--- src/e1tx_map.svh ---
// Timing constants for the E1 transmit input encoder and its terminal end
`ifndef E1TX_MAP_SVH
`define E1TX_MAP_SVH

// System clock period in ns (20 MHz)
`define E1TX_CLK_NS 50
// One bit period at 2.048 Mbit/s in ns
`define E1TX_BIT_NS 488
// Line mark width limits in ns
`define E1TX_MARK_MIN_NS 224
`define E1TX_MARK_MAX_NS 264
// Link clock silence that ends clocked mode, in ns
`define E1TX_ACT_NS 2000

`endif

--- src/e1tx_pkg.sv ---
// Types shared by both ends of the E1 transmit input link
`default_nettype none

package e1tx_pkg;

  typedef enum logic {
    MODE_CLOCKLESS,
    MODE_CLOCKED
  } e1tx_mode_t;

  typedef enum logic [1:0] {
    LINE_IDLE,
    LINE_POS,
    LINE_NEG
  } e1tx_line_t;

endpackage

`default_nettype wire

--- src/e1tx_if.sv ---
// Dual-rail link between terminal equipment and the transmit encoder
`timescale 1ns/1ps
`default_nettype none

interface e1tx_if;
  logic sendBitClock;
  logic sendPositiveMark;
  logic sendNegativeMark;

  modport device (
    input sendBitClock,
    input sendPositiveMark,
    input sendNegativeMark
  );

  modport term (
    output sendBitClock,
    output sendPositiveMark,
    output sendNegativeMark
  );
endinterface

`default_nettype wire

--- src/e1tx_dev.sv ---
// Device end: samples dual-rail marks and drives bipolar line marks
`timescale 1ns/1ps
`default_nettype none
`include "e1tx_map.svh"

module e1tx_dev #(
  parameter int ACT_NS = `E1TX_ACT_NS
) (
  input wire logic clk,
  input wire logic nrst,
  input wire logic ce,
  e1tx_if.device link,
  output logic lineDriveOutA,
  output logic lineDriveOutB,
  output var e1tx_pkg::e1tx_mode_t lineMode,
  output logic railClash
);
  import e1tx_pkg::*;

  localparam int CLK_NS = `E1TX_CLK_NS;
  // Least width rounds up, longest rounds down
  localparam int MARK_MIN_CYC = (`E1TX_MARK_MIN_NS + CLK_NS - 1) / CLK_NS;
  localparam int MARK_MAX_CYC = `E1TX_MARK_MAX_NS / CLK_NS;
  localparam int MARK_CYC = (MARK_MIN_CYC < 1) ? 1 : MARK_MIN_CYC;
  localparam int ACT_CYC = (ACT_NS / CLK_NS < 1) ? 1 : ACT_NS / CLK_NS;
  localparam int MW = $clog2(MARK_CYC + 1);
  localparam int AW = $clog2(ACT_CYC + 1);
  localparam logic [MW-1:0] MARK_LAST = MW'(MARK_CYC - 1);
  localparam logic [AW-1:0] ACT_LIMIT = AW'(ACT_CYC);

  // Edge helpers shared by clock and rail detection
  function automatic logic isRise(input logic prev, input logic cur);
    isRise = ~prev & cur;
  endfunction

  function automatic logic isFall(input logic prev, input logic cur);
    isFall = prev & ~cur;
  endfunction

  // Two-stage synchronisers for the three link inputs
  logic clkSync1_ff;
  logic clkSync2_ff;
  logic clkPrev_ff;
  logic posSync1_ff;
  logic posSync2_ff;
  logic posPrev_ff;
  logic negSync1_ff;
  logic negSync2_ff;
  logic negPrev_ff;

  // Mode detection
  logic [AW-1:0] idleCnt_ff;
  logic [AW-1:0] nxt_idleCnt;
  e1tx_mode_t lineMode_ff;
  e1tx_mode_t nxt_lineMode;

  // Capture and line mark generation
  logic clockFall;
  logic clockEdge;
  logic takePos;
  logic takeNeg;
  e1tx_line_t lineState_ff;
  e1tx_line_t nxt_lineState;
  logic [MW-1:0] markCnt_ff;
  logic [MW-1:0] nxt_markCnt;
  logic driveA_ff;
  logic driveB_ff;
  logic railClash_ff;

  always_ff @(posedge clk or negedge nrst) begin
    if (!nrst) begin
      // Link clock idles high, so no false edge follows reset
      clkSync1_ff <= 1'b1;
      clkSync2_ff <= 1'b1;
      posSync1_ff <= 1'b0;
      posSync2_ff <= 1'b0;
      negSync1_ff <= 1'b0;
      negSync2_ff <= 1'b0;
    end else if (ce) begin
      clkSync1_ff <= link.sendBitClock;
      clkSync2_ff <= clkSync1_ff;
      posSync1_ff <= link.sendPositiveMark;
      posSync2_ff <= posSync1_ff;
      negSync1_ff <= link.sendNegativeMark;
      negSync2_ff <= negSync1_ff;
    end
  end

  // Previous synchronised values for edge finding
  always_ff @(posedge clk or negedge nrst) begin
    if (!nrst) begin
      clkPrev_ff <= 1'b1;
      posPrev_ff <= 1'b0;
      negPrev_ff <= 1'b0;
    end else if (ce) begin
      clkPrev_ff <= clkSync2_ff;
      posPrev_ff <= posSync2_ff;
      negPrev_ff <= negSync2_ff;
    end
  end

  always_comb begin
    clockFall = isFall(clkPrev_ff, clkSync2_ff);
    clockEdge = clockFall | isRise(clkPrev_ff, clkSync2_ff);
  end

  // Cycles since the last clock edge, saturating at the limit
  always_comb begin
    if (clockEdge) begin
      nxt_idleCnt = '0;
    end else if (idleCnt_ff < ACT_LIMIT) begin
      nxt_idleCnt = idleCnt_ff + AW'(1);
    end else begin
      nxt_idleCnt = idleCnt_ff;
    end
    // Activity means clocked, silence means clockless
    if (clockEdge) begin
      nxt_lineMode = MODE_CLOCKED;
    end else if (nxt_idleCnt >= ACT_LIMIT) begin
      nxt_lineMode = MODE_CLOCKLESS;
    end else begin
      nxt_lineMode = lineMode_ff;
    end
  end

  always_ff @(posedge clk or negedge nrst) begin
    if (!nrst) begin
      idleCnt_ff <= ACT_LIMIT;
      lineMode_ff <= MODE_CLOCKLESS;
    end else if (ce) begin
      idleCnt_ff <= nxt_idleCnt;
      lineMode_ff <= nxt_lineMode;
    end
  end

  // Mark capture: clock fall in clocked mode, rail rise otherwise
  always_comb begin
    if (lineMode_ff == MODE_CLOCKED) begin
      takePos = clockFall & posSync2_ff;
      takeNeg = clockFall & negSync2_ff;
    end else begin
      // One mark per RZ rise, held levels add nothing
      takePos = isRise(posPrev_ff, posSync2_ff);
      takeNeg = isRise(negPrev_ff, negSync2_ff);
    end
  end

  // Line state: positive wins if both rails arrive at once
  always_comb begin
    nxt_lineState = lineState_ff;
    nxt_markCnt = markCnt_ff;
    if (takePos) begin
      nxt_lineState = LINE_POS;
      nxt_markCnt = '0;
    end else if (takeNeg) begin
      nxt_lineState = LINE_NEG;
      nxt_markCnt = '0;
    end else begin
      unique case (lineState_ff)
        LINE_IDLE: begin
          nxt_markCnt = '0;
        end
        LINE_POS, LINE_NEG: begin
          if (markCnt_ff == MARK_LAST) begin
            nxt_lineState = LINE_IDLE;
            nxt_markCnt = '0;
          end else begin
            nxt_markCnt = markCnt_ff + MW'(1);
          end
        end
        default: begin
          nxt_lineState = LINE_IDLE;
          nxt_markCnt = '0;
        end
      endcase
    end
  end

  always_ff @(posedge clk or negedge nrst) begin
    if (!nrst) begin
      lineState_ff <= LINE_IDLE;
      markCnt_ff <= '0;
    end else if (ce) begin
      lineState_ff <= nxt_lineState;
      markCnt_ff <= nxt_markCnt;
    end
  end

  // Differential drive: A high for positive, B high for negative
  always_ff @(posedge clk or negedge nrst) begin
    if (!nrst) begin
      driveA_ff <= 1'b0;
      driveB_ff <= 1'b0;
    end else if (ce) begin
      driveA_ff <= (nxt_lineState == LINE_POS);
      driveB_ff <= (nxt_lineState == LINE_NEG);
    end
  end

  // Flags a capture with both rails set
  always_ff @(posedge clk or negedge nrst) begin
    if (!nrst) begin
      railClash_ff <= 1'b0;
    end else if (ce) begin
      railClash_ff <= takePos & takeNeg;
    end
  end

  assign lineDriveOutA = driveA_ff;
  assign lineDriveOutB = driveB_ff;
  assign lineMode = lineMode_ff;
  assign railClash = railClash_ff;

endmodule

`default_nettype wire

--- src/flat_wrapper.sv ---
// flat-port wrapper written by rule: the top's interface ports become plain ports
module e1tx_dev_flat import e1tx_pkg::*;
#(
  parameter int ACT_NS = `E1TX_ACT_NS
)
  (clk, nrst, ce, lineDriveOutA, lineDriveOutB, lineMode, railClash, link_sendBitClock, link_sendPositiveMark, link_sendNegativeMark);
  e1tx_if link_i ();
  input wire logic clk;
  input wire logic nrst;
  input wire logic ce;
  output logic lineDriveOutA;
  output logic lineDriveOutB;
  output var e1tx_pkg::e1tx_mode_t lineMode;
  output logic railClash;
  input wire logic [$bits(link_i.sendBitClock)-1:0] link_sendBitClock;
  input wire logic [$bits(link_i.sendPositiveMark)-1:0] link_sendPositiveMark;
  input wire logic [$bits(link_i.sendNegativeMark)-1:0] link_sendNegativeMark;
  assign link_i.sendBitClock = link_sendBitClock;
  assign link_i.sendPositiveMark = link_sendPositiveMark;
  assign link_i.sendNegativeMark = link_sendNegativeMark;
  e1tx_dev #(.ACT_NS(ACT_NS)) u_core (.clk(clk), .nrst(nrst), .ce(ce), .link(link_i), .lineDriveOutA(lineDriveOutA), .lineDriveOutB(lineDriveOutB), .lineMode(lineMode), .railClash(railClash));
endmodule
--- config.mk ---
export PLATFORM = sky130hd
export DESIGN_NAME = e1tx_dev_flat
export DESIGN_NICKNAME = d
export VERILOG_FILES = /design/src/e1tx_pkg.sv /design/src/e1tx_if.sv /design/src/e1tx_dev.sv /design/src/flat_wrapper.sv
export VERILOG_INCLUDE_DIRS = /design/src
export SDC_FILE = /design/constraint.sdc
export NUM_CORES = 1
export LEC_CHECK = 0
export BUFFER_PORTS_ARGS = -buffer_cell sky130_fd_sc_hd__buf_4
export CORE_ASPECT_RATIO = 0.6
export CORE_MARGIN = 2
export CORE_UTILIZATION = 50
export CTS_CLUSTER_SIZE = 20
export DETAILED_ROUTE_END_ITERATION = 8
export PLACE_DENSITY = 0.7
export SLEW_MARGIN = 20
export SYNTH_ARGS = -nofsm -noshare
export SYNTH_HDL_FRONTEND = slang
export SYNTH_SLANG_ARGS = --single-unit
--- constraint.sdc ---
create_clock -name clk -period 2.8 [get_ports clk]
set_input_delay 0.42 -clock clk [delete_from_list [all_inputs] [get_ports clk]]
set_output_delay 0.42 -clock clk [all_outputs]
set_load 0.03 [all_outputs]
==> flow_summary.toml, run 1 <==
[timing]
fmax_mhz = 624.5
tightest_slew_ns = 0.3095
rsz0062_at_grt = "no"
period_needed_ns = 1.601
setup_tns_ns = 0
setup_ws_ns = 1.199
final_max_slew_viol_count = 0
slew_headroom = 0.7936
finalHoldViolCount = 0
setup_viol = 0
timing.final.crit_share = 0.5719
clock_skew_ns = 0.003643

[clock_tree]
post_cts_resized = 0
cts_buffers = 3
htreeDepth = 1
cts_hold_buffers = 0
clk_pin_slew_ns = 0.08
post_cts_buffers = 0
cts_buffer_depth = 2
clk_latency_ns = 0.27
cts_root_buf = "clkbuf_8"
cts.sinks = 24
cts_tree = "done"

[global_routing]
grt_pass1_wl_mm = 3.663
grt_pass1_vias = 805
grt_max_degree = 30
antenna_found_initial = 0
overflow = 0
grt_usage = 0.1740

[routing]
drt-total-wl_mm = 2.140
wl_per_cell_um = 14.56
ant_nets = 0
via_per_inst = 5.741
drc = 0
vias = 844
drtIter0Drc = 39
first_pass_iters = 4

[die]
io_pins = 10
core_area_um2 = 2228
rows = 13
die_y_um = 42.15
start_util = 0.5441
die_x_um = 67.57
die_area_um2 = 2848

[final_layout]
layout-drive-gt1-share = 0.2222
fin_nets = 130
final_cell_mix = "dfrtp_1, buf_4, mux2_1, nand2_1, inv_1"
antenna_cells = 0
syn2layout_area_growth_pct = 11.97
n_fill_cell = 182
fin_cells = 147
layout_commonest_cell = "dfrtp_1"

[power]
powerDensity_nw_per_um2 = 854.2
total_power_uw = 1160
vdd.ir_drop.worst_v = 0.0004460
power_leakage_uw = 0.0005969

[placement]
post-dp-hpwl_mm = 1.535
placed_cells = 143
dp_worst_setup_slack_ns = 1.223
place_congestion = 0.8314
port_buffers = 9

[critical_path]
path_max_fanout = 5
crit_path_cell_trace = "inv_1 -> ha_1 -> nand2b_1 -> nand3_1 -> nand4_1 -> o22ai_1"
cp_num_buf_inv = 1
cp_slowest_cell = "dfstp_2"
critPathKind = "register to register"
critPathRequiredTime_ns = 2.99
end_kind = "register"
worstSetupStartpointType = "register"
arrival_ns = 1.79
cp_top_family = "simple AND/OR/NAND/NOR gates"
slowest_delay_ns = 0.53

[run_status]
outcome = "finished, final reports clean"

[job]
maxCapViolCount = 0

[logic_synthesis]
yosys.area.top_type_share = 0.3922
syn_avg_cell_area_um2 = 11.33
syn-num-nets = 119
synth_seq_area_share = 0.5005
syn_inst = 107
synthDistinctLibCells = 35
ys_ff_latch = 24
netlist_area_um2 = 1212
synth_top_area_cell = "dfrtp_1"
ys_warn_count = 0
synth_area_leaders = "dfrtp_1, dfstp_2, mux2_1"

[min_path]
min_path_type = "input pin to async pin"
==> registers in the layout (all words and copies together), names as in the netlist <==
register,flops
u_core.markCnt_ff,3
u_core.lineDriveOutB,1
u_core.negSync2_ff,1
u_core.clkPrev_ff,1
u_core.lineState_ff,2
u_core.negPrev_ff,1
u_core.posPrev_ff,1
u_core.clkSync2_ff,1
u_core.railClash,1
u_core.lineMode,1
u_core.lineDriveOutA,1
u_core.idleCnt_ff,6
u_core.posSync1_ff,1
u_core.negSync1_ff,1
u_core.posSync2_ff,1
u_core.clkSync1_ff,1
==> final cells by class <==
type                            count  area (µm²)  area share
Timing Repair Buffer                9       67.56     0.04977
Sequential cell                    24       606.8      0.4470
Multi-Input combinational cell     70       553.0      0.4074
Inverter                           10       37.54     0.02765
Clock buffer                        4       55.05     0.04055
Tap cell                           30       37.54     0.02765
==> metal layers <==
metal / vias up / global-route usage / part of all wire
met5: - / 0 / 0
met4: 0 / 0.03673 / 0.0089
met3: 2 / 0.06452 / 0.045
met2: 20 / 0.2549 / 0.44
met1: 416 / 0.2457 / 0.51
li1: 406 / - / -
==> power breakdown <==
part           switching [µW]  internal [µW]
Combinational             230            202
Sequential               64.4            432
Clock                     105            126
==> metrics by stage <==
stage	utilization	hold slack [ns]	instance area [µm²]
after global routing	0.6092	0.04923	1358
after CTS	0.6092	0.04392	1358
after global placement	0.5845	0.3356	1303
after floorplan	-	0.1244	1212
after detailed placement	0.5845	0.3367	1303
final	0.6092	0.03372	1358
==> cell families after synthesis <==
logic type,after synthesis,share of synthesized area
fa+ha+maj,6,0.06192
mux,9,0.08256
xor+xnor,2,0.01445
simple gates,29,0.1331
buf+inv,13,0.04334
flops,24,0.5005
compound gates,24,0.1641
==> final timing paths <==
path                                  startpoint                   end  slack, ns  cells past startpoint
max in group asynchronous                   nrst    u_core.clkSync1_ff       2.48                      1
setup / recovery              u_core.clkSync2_ff  u_core.markCnt_ff[2]       1.20                      6
setup reg to reg              u_core.clkSync2_ff  u_core.markCnt_ff[2]       1.20                      6
hold / removal                              nrst    u_core.posSync2_ff       0.03                      1
min in group clk           link_sendNegativeMark    u_core.negSync1_ff       0.37                      2
hold reg to reg               u_core.clkSync1_ff    u_core.clkSync2_ff       0.48                      2
==> Yosys cell counts <==
cell type,instances
o21bai_4,1
nand4b_1,1
a21oi_1,3
nand2_1,8
a32o_1,1
o22a_1,1
nor4b_2,1
dfstp_2,5
inv_1,7
buf_2,3
nand2b_1,3
mux2_1,8
and3_1,2
a41oi_1,2
dfrtp_1,19
inv_2,3
nor3b_1,1
nand4_1,1
a31oi_1,2
xor2_1,2
o2bb2ai_1,1
nand3_1,6
o21ai_1,4
a21boi_4,1
o211ai_1,2
mux2i_1,1
nor2_1,4
nand3_2,1
a2bb2oi_1,1
nand3b_1,1
o2bb2ai_2,1
o22ai_1,2
o31a_1,1
o32ai_1,1
ha_1,6
Note: power is estimated with default switching activity, not from simulation.
==> inputs of run 2 (changes only) <==
--- a/config.mk
+++ b/config.mk
@@ -6,6 +6,7 @@
 export SDC_FILE = /design/constraint.sdc
 export NUM_CORES = 1
 export LEC_CHECK = 0
+export ABC_AREA = 1
 export BUFFER_PORTS_ARGS = -buffer_cell sky130_fd_sc_hd__buf_4
 export CORE_ASPECT_RATIO = 0.6
 export CORE_MARGIN = 2
==> constraint.sdc (replaced) <==
create_clock -name clk -period 1.6 [get_ports clk]
set_input_delay 0.24 -clock clk [delete_from_list [all_inputs] [get_ports clk]]
set_output_delay 0.24 -clock clk [all_outputs]
set_load 0.03 [all_outputs]
==> run 2 against run 1 <==
- critical path depth rose by 3
- highest routed layer unchanged
- sequential power rose by 72%
- core utilization rose by 1.6 points
- synthesized area did not move
- clock power rose by 78%
- synthesized cell count rose by 37%
- clock-buffer cell count did not move
- fmax rose by 11%
- register-to-register slack got worse by 1.0 ns
==> flow_summary.toml, run 2 <==
[run_status]
outcome = "finished, final reports clean"

[logic_synthesis]
synth_top_area_cell = "dfrtp_1"
synth_most_common_cell = "nand2_1"
synth_commonest_cells = "nand2_1, inv_1, dfrtp_1"
synth_seq_area_share = 0.5005
syn_inst = 147
ys_ff_latch = 24
ys_warn_count = 0
synth_area_leaders = "dfrtp_1, nand2_1, dfstp_2"
synth_edf_count = 0
synthFlopType = "dfrtp_1"
synthDistinctLibCells = 23
syn-num-nets = 159
netlist_area_um2 = 1212
syn_avg_cell_area_um2 = 8.248
synthArstFlopShare = 1.000
yosys.area.top_type_share = 0.3922

[critical_path]
cp_slowest_cell = "dfstp_2"
crit_path_cell_trace = "inv_1 -> ha_4 -> inv_1 -> nand2_1 -> o211ai_2 -> nand2_1 -> inv_1 -> nand2_1 -> o22ai_1"
critPathKind = "register to register"
critPathRequiredTime_ns = 1.79
slowest_delay_ns = 0.53
path_max_fanout = 5
r2r_slack_ns = 0.16
arrival_ns = 1.63
end_kind = "register"
worstSetupStartpointType = "register"

[die]
io_pins = 10
die_x_um = 67.57
start_util = 0.5441
core_area_um2 = 2228
rows = 13
die_area_um2 = 2848
die_y_um = 42.15

[final_layout]
layout-drive-gt1-share = 0.1772
reg.largest.list = "u_core.idleCnt_ff x6, u_core.markCnt_ff x3, u_core.lineState_ff x2"
register_area_um2 = 606.8
final_cell_mix = "nand2_1, inv_1, dfrtp_1"
fin_cells = 188
largest-register = "u_core.idleCnt_ff"
multiInputGateArea_um2 = 534.3
antenna_cells = 0
syn2layout_area_growth_pct = 14.96
layout_commonest_cell = "nand2_1"
n_fill_cell = 191
fin_util = 0.6255
largest_reg_flops = 6
fin_nets = 171

[clock_tree]
cts.sinks = 24
htreeDepth = 1
cts_buffer_depth = 2
cts_root_buf = "clkbuf_8"
clk_latency_ns = 0.27
post_cts_buffers = 0
clk_pin_slew_ns = 0.08
cts_tree = "done"
cts_buffers = 3

[global_routing]
grt_pass1_vias = 893
busiest_layer = "met2"
grt_max_degree = 25
grt_use_met1 = 0.2771
grt_usage = 0.1965
antenna_found_initial = 0
grt_util_met2 = 0.2882
grt_use_met3 = 0.06452
grt_pass1_wl_mm = 4.077
overflow = 0

[placement]
post-dp-hpwl_mm = 1.677
placed_cells = 183
place_congestion = 0.8237
port_buffers = 9

[min_path]
min_path_type = "input pin to register"

[routing]
drc = 0
vias = 946
drtIter0Drc = 41
drt-total-wl_mm = 2.238
ant_nets = 0
via_per_inst = 5.032
first_pass_iters = 7
wl_per_cell_um = 11.90

[job]
maxCapViolCount = 0

[timing]
tightest_slew_ns = 0.2970
final_max_slew_viol_count = 0
timing.final.crit_share = 0.9004
period_needed_ns = 1.441
clock_skew_ns = 0.002982
fmax_mhz = 694.1
setup_viol = 0
finalHoldViolCount = 0
setup_tns_ns = 0
slew_headroom = 0.8020
rsz0062_at_grt = "no"

[power]
vdd.ir_drop.worst_v = 0.0007235
power_leakage_uw = 0.0006929
powerDensity_nw_per_um2 = 1328
total_power_uw = 1851
==> run 2: changes by cell type after synthesis, moves of 3 or more <==
| cell | change |
|---|---|
| nand2_1 | +42 |
| inv_1 | +13 |
| o21ai_0 | +11 |
| mux2_1 | -8 |
| inv_2 | -3 |
| nand2b_1 | -3 |
| nor2_1 | +3 |
==> run 2: path summary, 6_finish.rpt <==
kind,from,end,cells after the start
hold reg to reg,u_core.posSync1_ff,u_core.posSync1_ff,2
hold / removal,link_sendPositiveMark,u_core.posSync1_ff,3
min in group asynchronous,nrst,u_core.idleCnt_ff[0],2
setup reg to reg,u_core.clkSync2_ff,u_core.markCnt_ff[0],9
setup / recovery,u_core.clkSync2_ff,u_core.markCnt_ff[0],9
max in group asynchronous,nrst,u_core.clkSync1_ff,2
==> run 2: layout make-up <==
class | count | area share
flip-flops and latches | 24 | 0.4354
well taps | 30 | 0.02693
clock buffers | 4 | 0.03950
multi-input cells | 99 | 0.3833
repair buffers | 11 | 0.06104
inverters | 20 | 0.05386
==> run 2: cells by family after synthesis <==
family,synth area share
adder cells (fa/ha/maj),0.06192
AND/OR/NAND/NOR,0.2343
XOR/XNOR,0.007225
AO/OA/AOI/OAI,0.1197
flip-flops,0.5005
buffers and inverters,0.07637
==> run 2: where the power goes <==
part           switching [µW]  internal (µW)
sequential                106            749
combinational             353            232
clock                     191            220
==> run 2: routing by layer <==
layer	up-vias	share of wire
met5	-	0
met4	0	0.011
met3	4	0.071
met2	31	0.43
met1	425	0.49
li1	486	-
==> run 2: stage by stage <==
| step | instance area (µm²) | setup WS [ns] | hold slack [ns] |
|---|---|---|---|
| 2_1_floorplan | 1212 | 0.2308 | -0.05559 |
| 3_3_place_gp | 1308 | 0.1410 | 0.1522 |
| 3_5_place_dp | 1308 | 0.09747 | 0.1594 |
| 4_1_cts | 1373 | 0.08853 | 0.1726 |
| 5_1_grt | 1394 | 0.006561 | 0.1983 |
| 6_report | 1394 | 0.1594 | 0.1722 |
==> run 2: repair_timing <==
item,CTS,global route
gates resized for setup,0,4
hold buffers,1,0
setup endpoints to repair,0,4
endpoints found under the hold margin,19,0
==> run 2: critical path, delay by kind of cell, from the launching register on <==
| kind | cells | cell delay [ns] |
|---|---|---|
| DFF | 1 | 0.53 |
| buffers and inverters | 3 | 0.19 |
| AOI/OAI and AO/OA | 2 | 0.25 |
| and+or+nand+nor | 3 | 0.24 |
| adders and majority gates | 1 | 0.15 |
==> inputs of run 3 (changes only) <==
--- a/config.mk
+++ b/config.mk
@@ -14,6 +14,7 @@
 export CTS_CLUSTER_SIZE = 20
 export DETAILED_ROUTE_END_ITERATION = 8
 export PLACE_DENSITY = 0.7
+export SETUP_SLACK_MARGIN = 0.4
 export SLEW_MARGIN = 20
 export SYNTH_ARGS = -nofsm -noshare
 export SYNTH_HDL_FRONTEND = slang
==> run 3 against run 2 <==
- combinational power up 56%
- global-route usage up 1.4 points
- clock-buffer cell count unchanged
- setup slack better by 0.022 ns
- register-to-register slack better by 0.02 ns
- cell area up 16%
- critical path depth down 2
- non-clock buffer count up 15
- critical path type unchanged
- sequential cell count unchanged
- fmax up 1.6%
- power up 15%
==> flow_summary.toml, run 3 (synthesis results as in run 2) <==
[run_status]
outcome = "finished, final reports clean"

[timing]
fmax_mhz = 705.0
period_needed_ns = 1.418
finalHoldViolCount = 0
tightest_slew_ns = 0.2978
slew_headroom = 0.8015
setup_viol = 0
final_max_slew_viol_count = 0
clock_skew_ns = 0.01008
rsz0062_at_grt = "yes"
timing.final.crit_share = 0.8866
setup_tns_ns = 0

[clock_tree]
htreeDepth = 1
cts.sinks = 24
clk_pin_slew_ns = 0.09
cts_buffer_depth = 2
clk_latency_ns = 0.27
cts_buffers = 3
cts_root_buf = "clkbuf_8"
cts_tree = "done"

[final_layout]
largest-register = "u_core.idleCnt_ff"
syn2layout_area_growth_pct = 32.92
reg.largest.list = "u_core.idleCnt_ff x6, u_core.markCnt_ff x3, u_core.lineState_ff x2"
fin_nets = 186
largest_reg_flops = 6
final_cell_mix = "nand2_1, buf_4, dfrtp_1"
layout-drive-gt1-share = 0.3873
layout_commonest_cell = "nand2_1"
antenna_cells = 0

[min_path]
hold_path_depth = 3
min_path_type = "input pin to register"

[job]
maxCapViolCount = 0

[routing]
via_per_inst = 5.054
wl_per_cell_um = 13.13
drt-total-wl_mm = 2.666
vias = 1026
drtIter0Drc = 92
ant_nets = 0
drc = 0
first_pass_iters = 4

[die]
die_area_um2 = 2848
start_util = 0.5441
die_y_um = 42.15
core_area_um2 = 2228
rows = 13
die_x_um = 67.57
io_pins = 10

[power]
power_leakage_uw = 0.0007672
p_clk_frac = 0.170
power_frac_seq = 0.401
powerDensity_nw_per_um2 = 1320
switching_share = 0.3649
pwr-share-comb = 0.429
power.switching_uw = 776.6
vdd.ir_drop.worst_v = 0.0005823
total_power_uw = 2128
p_int_uw = 1351

[global_routing]
grt_pass1_vias = 974
grt_max_degree = 25
grt_usage = 0.2107
grt_pass1_wl_mm = 4.471
overflow = 0
antenna_found_initial = 0

[critical_path]
r2r_slack_ns = 0.18
path_max_fanout = 5
critPathRequiredTime_ns = 1.78
worstSetupStartpointType = "register"
end_kind = "register"
arrival_ns = 1.60
r2r_cells = 7
critPathKind = "register to register"

[placement]
port_buffers = 9
post-dp-hpwl_mm = 1.715
place_congestion = 0.7820
## run 3: cell types whose count changed in the layout (fill, tap and decap cells not counted), sizes merged
| cell | delta |
|---|---|
| buf | +15 |
## run 3: power groups by stage
stage | clock network [µW] | registers [µW] | logic [µW]
after floorplan | 0 | 885 | 420
after global placement | 0 | 861 | 591
after detailed placement | 0 | 871 | 611
after CTS | 369 | 847 | 780
after global routing | 397 | 872 | 1020
final | 362 | 854 | 912
## run 3: path summary, 6_finish.rpt
kind | start | to
worst max-delay path | u_core.clkPrev_ff | u_core.railClash
max in group asynchronous | nrst | u_core.clkSync1_ff
min in group asynchronous | nrst | u_core.markCnt_ff[2]
worst min register to register | u_core.clkSync1_ff | u_core.clkSync1_ff
worst max register to register | u_core.clkPrev_ff | u_core.railClash
worst min-delay path | link_sendBitClock | u_core.clkSync1_ff
## run 3: critical path: stages (launching register included)
cell and delay [ns]:
dfstp_2 0.56, ha_4 0.12, inv_2 0.04, nand2_4 0.08, o211ai_4 0.10, buf_4 0.15, buf_4 0.12, o31ai_2 0.17
## run 3: area by class of cell
class	count	area, µm²
clock buffers	4	45.04
inverters	20	75.07
repair buffers	26	205.2
flip-flops and latches	24	608.1
multi-input cells	99	640.6
fillers	162	616.8
well taps	30	37.54
## run 3: routing by layer
| metal | up-vias | part of all wire | track usage | routed length [µm] |
|---|---|---|---|---|
| met1 | 495 | 0.50 | 0.3046 | 1323 |
| met2 | 13 | 0.47 | 0.3176 | 1249 |
| met5 | - | 0 | 0 | 0 |
| li1 | 516 | - | - | - |
| met4 | 0 | 0.0045 | 0.04082 | 12 |
| met3 | 2 | 0.030 | 0.05645 | 81 |
## run 3: repair_timing
item,4_1_cts,5_1_grt
hold buffers,1,0
gates resized for setup,14,20
setup endpoints to repair,14,16
setup buffers,9,6
endpoints found under the hold margin,19,0
pin swaps,9,13
## run 3: through the flow
stage          area, µm²  worst slack (ns)  instances    util  hold WS, ns
5_1_grt             1612            0.1200        203  0.7232       0.1921
3_5_place_dp        1341            0.1775        183  0.6019       0.1557
2_1_floorplan       1246            0.3108        147       -     -0.05559
6_report            1612            0.1815        203  0.7232       0.1778
3_3_place_gp        1341            0.2396        183  0.6019       0.1473
4_1_cts             1503            0.2310        197  0.6743       0.1747
